[config.mk]
export PLATFORM = sky130hd
export DESIGN_NAME = hms_top
export DESIGN_NICKNAME = d
export VERILOG_FILES = /design/src/hdl/hms_pkg.sv /design/src/hdl/hms_top.sv /design/src/hdl/hms_sync.sv
export SDC_FILE = /design/constraint.sdc
export NUM_CORES = 1
export LEC_CHECK = 0
export ABC_AREA = 1
export BUFFER_PORTS_ARGS = -buffer_cell sky130_fd_sc_hd__buf_2
export CORE_ASPECT_RATIO = 1.25
export CORE_UTILIZATION = 60
export DETAILED_ROUTE_END_ITERATION = 6
export GPL_ROUTABILITY_DRIVEN = 1
export PLACE_DENSITY = 0.89
export SYNTH_ARGS = -nofsm -noshare
export SYNTH_HDL_FRONTEND = slang
export SYNTH_HIERARCHICAL = 1
export SYNTH_SLANG_ARGS = --single-unit
[constraint.sdc]
create_clock -name clock_i -period 2.62 [get_ports clock_i]
set_clock_uncertainty 0.15 [all_clocks]
set_input_delay 0.131 -clock clock_i [delete_from_list [all_inputs] [get_ports clock_i]]
set_output_delay 0.131 -clock clock_i [all_outputs]
set_load 0.005 [all_outputs]
[src/hdl/hms_pkg.sv]
// package: constants and types for the harvester mode sequencer
package hms_pkg;

  // ----------------------------------------------------------------
  // clock and timing
  // ----------------------------------------------------------------
  localparam int unsigned CLK_HZ = 100_000_000;
  localparam int unsigned GRACE_MS = 600;
  localparam int unsigned SAMPLE_MS = 328;
  localparam int unsigned PERIOD_S = 21;
  localparam longint unsigned GRACE_CYC = longint'(GRACE_MS) * CLK_HZ / 1000;
  localparam longint unsigned SAMPLE_CYC = longint'(SAMPLE_MS) * CLK_HZ / 1000;
  localparam longint unsigned PERIOD_CYC = longint'(PERIOD_S) * CLK_HZ;
  localparam int CNT_W = 32;

  // ----------------------------------------------------------------
  // apb register map
  // ----------------------------------------------------------------
  localparam logic [7:0] CTRL_OFS = 8'h00;
  localparam logic [7:0] STAT_OFS = 8'h04;
  localparam logic [7:0] TRK_OFS = 8'h08;
  localparam int CTRL_AUX_BIT = 0;
  localparam logic [31:0] CTRL_RST = 32'h0000_0000;

  // ----------------------------------------------------------------
  // comparator flag order
  // ----------------------------------------------------------------
  localparam int FLG_COLD = 0;
  localparam int FLG_RAILS = 1;
  localparam int FLG_FULL = 2;
  localparam int FLG_RDY = 3;
  localparam int FLG_DEPL = 4;
  localparam int FLG_PRIMARY_CELL_INPUT = 5;
  localparam int FLG_CONV = 6;
  localparam int FLG_N = 7;

  // operating modes
  typedef enum logic [2:0] {
    HMS_SLEEP,
    HMS_WAKE,
    HMS_CHARGE,
    HMS_NORMAL,
    HMS_OVER,
    HMS_PRIMARY_CELL_INPUT,
    HMS_SHUT
  } hms_mode_t;

endpackage

[src/hdl/hms_top.sv]
// harvester mode sequencer: mode machine, switch gating, status, apb
// Behaviour
// - leave deep sleep on cold-start threshold
// - wake-up: regulators off, ready pin low
// - cut aux start link at rails ready
// - charge with regulators off, then normal
// - storage already ready: skip charging
// - regulators follow enable pins when permitted
// - normal between levels; overcharge above full
// - overcharge: converter pulsed, outputs stay available
// - overcharge idle: source isolation switch open
// - normal: storage switch closed; open on depletion
// - primary usable only if quarter exceeds ref
// - primary mode: isolate source, close primary, low-energy high
// - primary mode exits at charge-ready level
// - no primary: shutdown, warn, grace interval
// - recovery within grace returns to normal
// - grace expiry: deep sleep, all off except aux start link, which follows the control bit
// - periodic open-circuit sampling opens source switch
// - fixed sampling window and period
// - sampling pin high during evaluation
//
// Local design decisions: register access over APB and the address map.
`timescale 1ns/1ps
module hms_top #(
  parameter int unsigned GRACE_CYCLES = 32'(hms_pkg::GRACE_CYC),
  parameter int unsigned SAMPLE_CYCLES = 32'(hms_pkg::SAMPLE_CYC),
  parameter int unsigned PERIOD_CYCLES = 32'(hms_pkg::PERIOD_CYC)
) (
  input wire logic clock_i,
  input wire logic rstn_i,
  // apb slave
  input wire logic psel_i,
  input wire logic penable_i,
  input wire logic pwrite_i,
  input wire logic [7:0] paddr_i,
  input wire logic [31:0] pwdata_i,
  output logic [31:0] prdata_o,
  output logic pready_o,
  output logic pslverr_o,
  // comparator flags, asynchronous
  input wire logic cold_start_ok_i,
  input wire logic rails_ready_i,
  input wire logic above_full_i,
  input wire logic above_ready_i,
  input wire logic above_depletion_i,
  input wire logic primary_cell_input_quarter_gt_ref_i,
  input wire logic conv_demand_i,
  // application enables
  input wire logic low_rail_enable_i,
  input wire logic high_rail_enable_i,
  // gating outputs
  output logic low_rail_output_o,
  output logic high_rail_output_o,
  output logic source_isolation_switch_o,
  output logic storage_switch_o,
  output logic primary_cell_switch_o,
  output logic aux_start_link_o,
  output logic converter_on_o,
  // status pins
  output logic outputs_ready_o,
  output logic low_energy_o,
  output logic sampling_o
);

  // ----------------------------------------------------------------
  // flag synchronisation
  // ----------------------------------------------------------------
  logic [hms_pkg::FLG_N-1:0] flag_raw;
  logic [hms_pkg::FLG_N-1:0] flag;

  assign flag_raw = {conv_demand_i, primary_cell_input_quarter_gt_ref_i, above_depletion_i,
                     above_ready_i, above_full_i, rails_ready_i, cold_start_ok_i};

  // all comparator results pass two flops
  hms_sync #(
    .W(hms_pkg::FLG_N)
  ) u_sync (
    .clock_i(clock_i),
    .rstn_i(rstn_i),
    .async_i(flag_raw),
    .sync_o(flag)
  );

  logic f_cold, f_rails, f_full, f_rdy, f_depl, f_primary_cell_input, f_conv;
  assign f_cold = flag[hms_pkg::FLG_COLD];
  assign f_rails = flag[hms_pkg::FLG_RAILS];
  assign f_full = flag[hms_pkg::FLG_FULL];
  assign f_rdy = flag[hms_pkg::FLG_RDY];
  assign f_depl = flag[hms_pkg::FLG_DEPL];
  assign f_primary_cell_input = flag[hms_pkg::FLG_PRIMARY_CELL_INPUT];
  assign f_conv = flag[hms_pkg::FLG_CONV];

  // ----------------------------------------------------------------
  // state
  // ----------------------------------------------------------------
  typedef struct packed {
    hms_pkg::hms_mode_t mode;
    logic [hms_pkg::CNT_W-1:0] grace_cnt;
    logic [hms_pkg::CNT_W-1:0] period_cnt;
    logic [hms_pkg::CNT_W-1:0] sample_cnt;
    logic sampling;
    logic [15:0] trk_count;
    logic aux_used;
    logic aux_link;
    logic lv_out;
    logic hv_out;
    logic iso_sw;
    logic sto_sw;
    logic primary_cell_input_sw;
    logic conv;
    logic ready;
    logic low_e;
    logic [31:0] rdata;
    logic pready;
    logic pslverr;
  } hms_state_t;

  hms_state_t st_r;
  hms_state_t st_nxt;

  logic apb_setup;
  assign apb_setup = psel_i && !penable_i;

  // ----------------------------------------------------------------
  // next-state logic
  // ----------------------------------------------------------------
  always_comb begin
    logic permit;
    logic grace_done;
    logic sample_end;
    permit = 1'b0;
    grace_done = 1'b0;
    sample_end = 1'b0;
    st_nxt = st_r;
    st_nxt.pready = 1'b0;
    st_nxt.pslverr = 1'b0;

    // mode machine
    case (st_r.mode)
      hms_pkg::HMS_SLEEP: begin
        st_nxt.aux_link = st_r.aux_used;
        if (f_cold) begin
          st_nxt.mode = hms_pkg::HMS_WAKE;
        end
      end
      hms_pkg::HMS_WAKE: begin
        if (f_rails) begin
          st_nxt.aux_link = 1'b0;
          if (f_rdy) begin
            st_nxt.mode = hms_pkg::HMS_NORMAL;
          end else begin
            st_nxt.mode = hms_pkg::HMS_CHARGE;
          end
        end
      end
      hms_pkg::HMS_CHARGE: begin
        if (f_rdy) begin
          st_nxt.mode = hms_pkg::HMS_NORMAL;
        end
      end
      hms_pkg::HMS_NORMAL: begin
        if (!f_depl) begin
          // depletion: primary or shutdown
          if (f_primary_cell_input) begin
            st_nxt.mode = hms_pkg::HMS_PRIMARY_CELL_INPUT;
          end else begin
            st_nxt.mode = hms_pkg::HMS_SHUT;
            st_nxt.grace_cnt = '0;
          end
        end else if (f_full) begin
          st_nxt.mode = hms_pkg::HMS_OVER;
        end
      end
      hms_pkg::HMS_OVER: begin
        if (!f_full) begin
          st_nxt.mode = hms_pkg::HMS_NORMAL;
        end
      end
      hms_pkg::HMS_PRIMARY_CELL_INPUT: begin
        if (f_rdy) begin
          st_nxt.mode = hms_pkg::HMS_NORMAL;
        end
      end
      hms_pkg::HMS_SHUT: begin
        grace_done = (st_r.grace_cnt >= GRACE_CYCLES - 1);
        st_nxt.grace_cnt = st_r.grace_cnt + 1'b1;
        if (f_depl) begin
          st_nxt.mode = hms_pkg::HMS_NORMAL;
        end else if (grace_done) begin
          st_nxt.mode = hms_pkg::HMS_SLEEP;
        end
      end
      default: begin
        st_nxt.mode = hms_pkg::HMS_SLEEP;
      end
    endcase

    // periodic open-circuit sampling in normal and shutdown modes
    if (st_nxt.mode == hms_pkg::HMS_NORMAL || st_nxt.mode == hms_pkg::HMS_SHUT) begin
      if (st_r.period_cnt >= PERIOD_CYCLES - 1) begin
        st_nxt.period_cnt = '0;
        st_nxt.sampling = 1'b1;
        st_nxt.sample_cnt = '0;
      end else begin
        st_nxt.period_cnt = st_r.period_cnt + 1'b1;
      end
      if (st_r.sampling) begin
        sample_end = (st_r.sample_cnt >= SAMPLE_CYCLES - 1);
        st_nxt.sample_cnt = st_r.sample_cnt + 1'b1;
        if (sample_end) begin
          st_nxt.sampling = 1'b0;
          st_nxt.trk_count = st_r.trk_count + 1'b1; // new target taken
        end
      end
    end else begin
      st_nxt.period_cnt = '0;
      st_nxt.sample_cnt = '0;
      st_nxt.sampling = 1'b0;
    end

    // output gating from next mode
    permit = (st_nxt.mode == hms_pkg::HMS_NORMAL) || (st_nxt.mode == hms_pkg::HMS_OVER)
          || (st_nxt.mode == hms_pkg::HMS_PRIMARY_CELL_INPUT) || (st_nxt.mode == hms_pkg::HMS_SHUT);
    // held off in sleep, wake and charge
    st_nxt.lv_out = permit && low_rail_enable_i;
    st_nxt.hv_out = permit && high_rail_enable_i;
    st_nxt.ready = permit;
    st_nxt.low_e = (st_nxt.mode == hms_pkg::HMS_PRIMARY_CELL_INPUT) || (st_nxt.mode == hms_pkg::HMS_SHUT);
    // storage linked in wake, charge, normal and overcharge
    st_nxt.sto_sw = (st_nxt.mode == hms_pkg::HMS_NORMAL) || (st_nxt.mode == hms_pkg::HMS_OVER)
                 || (st_nxt.mode == hms_pkg::HMS_CHARGE) || (st_nxt.mode == hms_pkg::HMS_WAKE);
    st_nxt.primary_cell_input_sw = (st_nxt.mode == hms_pkg::HMS_PRIMARY_CELL_INPUT);
    // converter pulses on demand in every mode but sleep, held off while sampling
    st_nxt.conv = (st_nxt.mode != hms_pkg::HMS_SLEEP) && !st_nxt.sampling && f_conv;
    case (st_nxt.mode)
      hms_pkg::HMS_SLEEP: st_nxt.iso_sw = 1'b0;
      hms_pkg::HMS_PRIMARY_CELL_INPUT: st_nxt.iso_sw = 1'b0;
      hms_pkg::HMS_OVER: st_nxt.iso_sw = st_nxt.conv;
      default: st_nxt.iso_sw = !st_nxt.sampling;
    endcase

    // apb access phase, answered after one wait cycle
    if (psel_i && penable_i && !st_r.pready) begin
      st_nxt.pready = 1'b1;
      if (pwrite_i) begin
        if (paddr_i == hms_pkg::CTRL_OFS) begin
          st_nxt.aux_used = pwdata_i[hms_pkg::CTRL_AUX_BIT];
        end else begin
          st_nxt.pslverr = 1'b1;
        end
      end else begin
        if (paddr_i == hms_pkg::CTRL_OFS) begin
          st_nxt.rdata = {31'h0, st_r.aux_used};
        end else if (paddr_i == hms_pkg::STAT_OFS) begin
          st_nxt.rdata = {20'h0, st_r.sampling, st_r.low_e, st_r.ready, st_r.aux_link,
                          st_r.primary_cell_input_sw, st_r.sto_sw, st_r.iso_sw, st_r.conv, 1'b0,
                          st_r.mode};
        end else if (paddr_i == hms_pkg::TRK_OFS) begin
          st_nxt.rdata = {16'h0, st_r.trk_count};
        end else begin
          st_nxt.rdata = 32'h0000_0000;
          st_nxt.pslverr = 1'b1;
        end
      end
    end else if (apb_setup) begin
      st_nxt.rdata = 32'h0000_0000;
    end
  end

  // ----------------------------------------------------------------
  // state register
  // ----------------------------------------------------------------
  always_ff @(posedge clock_i or negedge rstn_i) begin
    if (!rstn_i) begin
      st_r <= '0;
      st_r.mode <= hms_pkg::HMS_SLEEP;
      st_r.aux_used <= hms_pkg::CTRL_RST[hms_pkg::CTRL_AUX_BIT];
    end else begin
      st_r <= st_nxt;
    end
  end

  // outputs straight from flops
  assign prdata_o = st_r.rdata;
  assign pready_o = st_r.pready;
  assign pslverr_o = st_r.pslverr;
  assign low_rail_output_o = st_r.lv_out;
  assign high_rail_output_o = st_r.hv_out;
  assign source_isolation_switch_o = st_r.iso_sw;
  assign storage_switch_o = st_r.sto_sw;
  assign primary_cell_switch_o = st_r.primary_cell_input_sw;
  assign aux_start_link_o = st_r.aux_link;
  assign converter_on_o = st_r.conv;
  assign outputs_ready_o = st_r.ready;
  assign low_energy_o = st_r.low_e;
  assign sampling_o = st_r.sampling;
endmodule

[src/hdl/hms_sync.sv]
// two flip-flop synchroniser bank for comparator flags
`timescale 1ns/1ps
module hms_sync #(
  parameter int W = 7
) (
  input wire logic clock_i,
  input wire logic rstn_i,
  input wire logic [W-1:0] async_i,
  output logic [W-1:0] sync_o
);

  // ----------------------------------------------------------------
  // per-bit synchroniser
  // ----------------------------------------------------------------
  genvar g;
  generate
    for (g = 0; g < W; g++) begin : g_bit
      logic meta_r;
      logic hold_r;
      // first stage read only by second stage
      always_ff @(posedge clock_i or negedge rstn_i) begin
        if (!rstn_i) begin
          meta_r <= 1'b0;
          hold_r <= 1'b0;
        end else begin
          meta_r <= async_i[g];
          hold_r <= meta_r;
        end
      end
      assign sync_o[g] = hold_r;
    end
  endgenerate

endmodule

==> results_dict.tcl <==
set metrics [dict create \
    fp-row-count 50 \
    gp_congestion 0.943 \
    grtUsageTotal 0.290 \
    globalRouteOverflowTotal 0 \
    synthDominantCellAreaShare 0.425 \
    route.final.wire_length_um 21900 \
    count_of_flip_flops_with_a_built_in_enable_after_synthesis 0 \
    synth_instances 1197 \
    area_delta_synth_final_pct 11.2 \
    post_layout_instance_count_excluding_filler_cells 1476 \
    seq_area_frac_synth 0.425 \
    max_cap_violations 0 \
    first_iter_violations 642 \
    place_hpwl_um 15800 \
    worst-path-max-fanout 22 \
    antenna_violations_before_repair 0 \
    netlist_top_cells_area "sky130_fd_sc_hd__dfrtp_1, sky130_fd_sc_hd__nand2_1, sky130_fd_sc_hd__xor2_1" \
    placement.setup.worst_slack_ns 0.0266 \
    worstSetupPathType "register to register" \
    placed_cells 1429 \
    max_ir_drop_vdd_v 0.000660 \
    cp.arrival_ns 2.67 \
    period_share 0.946 \
    cellPowerDensity_mw_per_mm2 624 \
    place.port_buffers 50 \
    floorplan.initialDensity 0.618 \
    yosysUniqueCellTypes 51 \
    hold_viol_final 0 \
    global_route_wire_length_before_repair_um 36700 \
    boundaryPins 98 \
    cts-root-to-sink-buffers 2 \
    synthMostInstantiatedCell "sky130_fd_sc_hd__nand2_1" \
    cts_buffers 17 \
    post-route-util 0.687 \
    final_critical_path_setup_slack_ns 0.142 \
    synth-seq-cells 158 \
    finalSetupTns_ns 0 \
    ys_async_sr_fraction 1.00 \
    design_power_total_mw 6.46 \
    finalCriticalPeriod_ns 2.48 \
    cts_tree "done" \
    sequential_cell_area_mm2 0.00395 \
    multi_input_area_mm2 0.00440 \
    path_clk_slew_ns 0.07 \
    critical_path.endpoint_type "register" \
    critical-path-max-stage-delay_ns 0.40 \
    cts_root_buffer "sky130_fd_sc_hd__clkbuf_16" \
    max_clock_freq_mhz 403 \
    synth.avg_cell_area_um2 7.78 \
    synth_top_cell_by_area "sky130_fd_sc_hd__dfrtp_1" \
    timing.critical_path.slowest_stage_cell "sky130_fd_sc_hd__dfrtp_1" \
    worstPathCellList "ha_1 -> nand3_1 -> nor2_2 -> nand3_1 -> nand2_1 -> nand2_1 -> nand2_1 -> o21ai_2 -> o21ai_2 -> inv_4 -> nand2_1 -> buf_4 -> a21oi_1" \
    startpoint_type "register" \
    dieWidth_um 113 \
    antenna_cells_inserted 0 \
    avgViaCountPerCell 5.53 \
    die_height_um 141 \
    detailedRoute.firstPassIterationCount 6 \
    netlist_area_mm2 0.00931 \
    core_region_area_mm2 0.0151 \
    req_time_crit_path_ns 2.81 \
    report.final.setup_viol 0 \
    layout-drive-gt1-share 0.120 \
    hold_class "input port to async pin" \
    critical_path.most_common_cell "sky130_fd_sc_hd__nand2_1" \
    timing_max_transition_violations_final 0 \
    routed_wire_length_per_instance_um 14.8 \
    final_nets 1314 \
    htreeDepth 4 \
    max-slew-margin-rel 0.648 \
    static-leakage-power_nw 4.53 \
    n_fill_cell 1182 \
    drc 0 \
    status "finished clean" \
    count_of_yosys_warnings_during_synthesis 6 \
    synthTopCellsByCount "sky130_fd_sc_hd__nand2_1, sky130_fd_sc_hd__dfrtp_1, sky130_fd_sc_hd__nor2_1" \
    clk-insertion-delay-late_ns 0.43 \
    route.vias.total 8166 \
    tightestPinTransition_ns 0.524 \
    grt_pass1_vias 7738 \
    area_enclosed_by_the_die_boundary_mm2 0.0160 \
    cts.sink_count 158 \
    ant_nets 0 \
    grt_setup_unrepaired "no" \
    synth-main-ff-cell "sky130_fd_sc_hd__dfrtp_1" \
    largest_net_degree_at_the_start_of_global_routing 83 \
]
==> metrics by stage <==
| stage | cell area [um^2] | hold WS (ns) |
|---|---|---|
| 2_1_floorplan | 9370 | -0.315 |
| 3_3_place_gp | 9620 | -0.0871 |
| 3_5_place_dp | 9620 | -0.0854 |
| 4_1_cts | 10300 | 0.0228 |
| 5_1_grt | 10400 | 0.0609 |
| 6_report | 10400 | 0.0290 |
==> flip-flops by register name, summed over array words and instances (netlist names) <==
signal / count
aux_start_link_o: 1
converter_on_o: 1
high_rail_output_o: 1
low_energy_o: 1
low_rail_output_o: 1
outputs_ready_o: 1
prdata_o: 16
pready_o: 1
primary_cell_switch_o: 1
pslverr_o: 1
sampling_o: 1
source_isolation_switch_o: 1
st_r: 116
storage_switch_o: 1
u_sync/g_bit.hold_r: 7
u_sync/g_bit.meta_r: 7
==> final timing paths <==
check,startpoint,endpoint,slack (ns),depth (start not counted)
worst min-delay path,rstn_i,st_r[85],0.03,2
min in group clock_i,psel_i,prdata_o[15],0.07,7
worst max-delay path,st_r[125],st_r[113],0.14,13
worst min register to register,u_sync/g_bit[5].meta_r,u_sync/g_bit[5].hold_r,0.20,0
max in group asynchronous,rstn_i,st_r[52],1.54,3
worst max register to register,st_r[125],st_r[113],0.14,13
==> metal layers <==
layer	vias up	routed length, um	track usage
met2	337	10800	0.500
met1	3815	9160	0.365
met3	65	1200	0.0487
met4	0	689	0.115
met5	-	0	0
li1	3949	-	-
==> cell type report <==
cell class,instances,share of cell area
inverter,148,0.0539
clock buffer,20,0.0441
multi-input combinational,843,0.425
clock inverter,11,0.0105
tap,208,0.0251
sequential,158,0.382
timing repair buffer,88,0.0599
==> worst max-delay path, delay by kind of cell, from the launching register on <==
kind	cells	cell delay, ns
simple gates	7	0.62
flops	1	0.40
compound gates	3	0.52
fa+ha+maj	1	0.25
buf+inv	2	0.44
==> logic make-up (layout without fill, tap and decap cells) <==
logic type | after synthesis | in the layout | synth area share
other cells | 1 | 17 | 0.000403
buf+inv | 212 | 267 | 0.110
compound gates | 101 | 101 | 0.0666
xor+xnor | 84 | 84 | 0.0790
fa+ha+maj | 4 | 4 | 0.00537
simple gates | 636 | 636 | 0.312
flops | 158 | 158 | 0.425
mux | 1 | 1 | 0.00121
==> where the power goes <==
group | leakage [nW] | switching [mW] | internal, mW | total (mW)
registers | 2.16 | 0.136 | 2.56 | 2.70
logic | 2.10 | 0.983 | 0.403 | 1.39
clock network | 0.277 | 1.02 | 1.36 | 2.38
total | 4.53 | 2.14 | 4.32 | 6.46
==> placed cells by master, fill, tap and decap left out, types with 5 or more instances in the layout <==
cell | synthesis | final
sky130_fd_sc_hd__xnor2_1 | 11 | 11
sky130_fd_sc_hd__nor3_1 | 48 | 48
sky130_fd_sc_hd__nand2_1 | 270 | 269
sky130_fd_sc_hd__inv_2 | 5 | 5
sky130_fd_sc_hd__nor4_1 | 21 | 21
sky130_fd_sc_hd__buf_4 | 45 | 19
sky130_fd_sc_hd__dlygate4sd3_1 | 0 | 15
sky130_fd_sc_hd__conb_1 | 1 | 17
sky130_fd_sc_hd__nand3_2 | 20 | 20
sky130_fd_sc_hd__nand4_1 | 29 | 29
sky130_fd_sc_hd__a22oi_1 | 6 | 6
sky130_fd_sc_hd__xor2_1 | 73 | 73
sky130_fd_sc_hd__o21ai_0 | 28 | 27
sky130_fd_sc_hd__inv_1 | 142 | 141
sky130_fd_sc_hd__nor2_2 | 5 | 6
sky130_fd_sc_hd__nand3_1 | 81 | 81
sky130_fd_sc_hd__nor2_1 | 148 | 147
sky130_fd_sc_hd__buf_2 | 4 | 49
sky130_fd_sc_hd__clkbuf_16 | 0 | 17
sky130_fd_sc_hd__a21oi_1 | 22 | 22
sky130_fd_sc_hd__o22ai_1 | 25 | 25
sky130_fd_sc_hd__dfrtp_1 | 158 | 158
==> repair_timing <==
item | 4_1_cts | 5_1_grt
hold endpoints to repair | 175 | 0
setup buffers | 0 | 1
resized for setup | 0 | 7
setup endpoints to repair | 0 | 57
hold buffers | 15 | 0
Power figures use the tool's default switching activity.
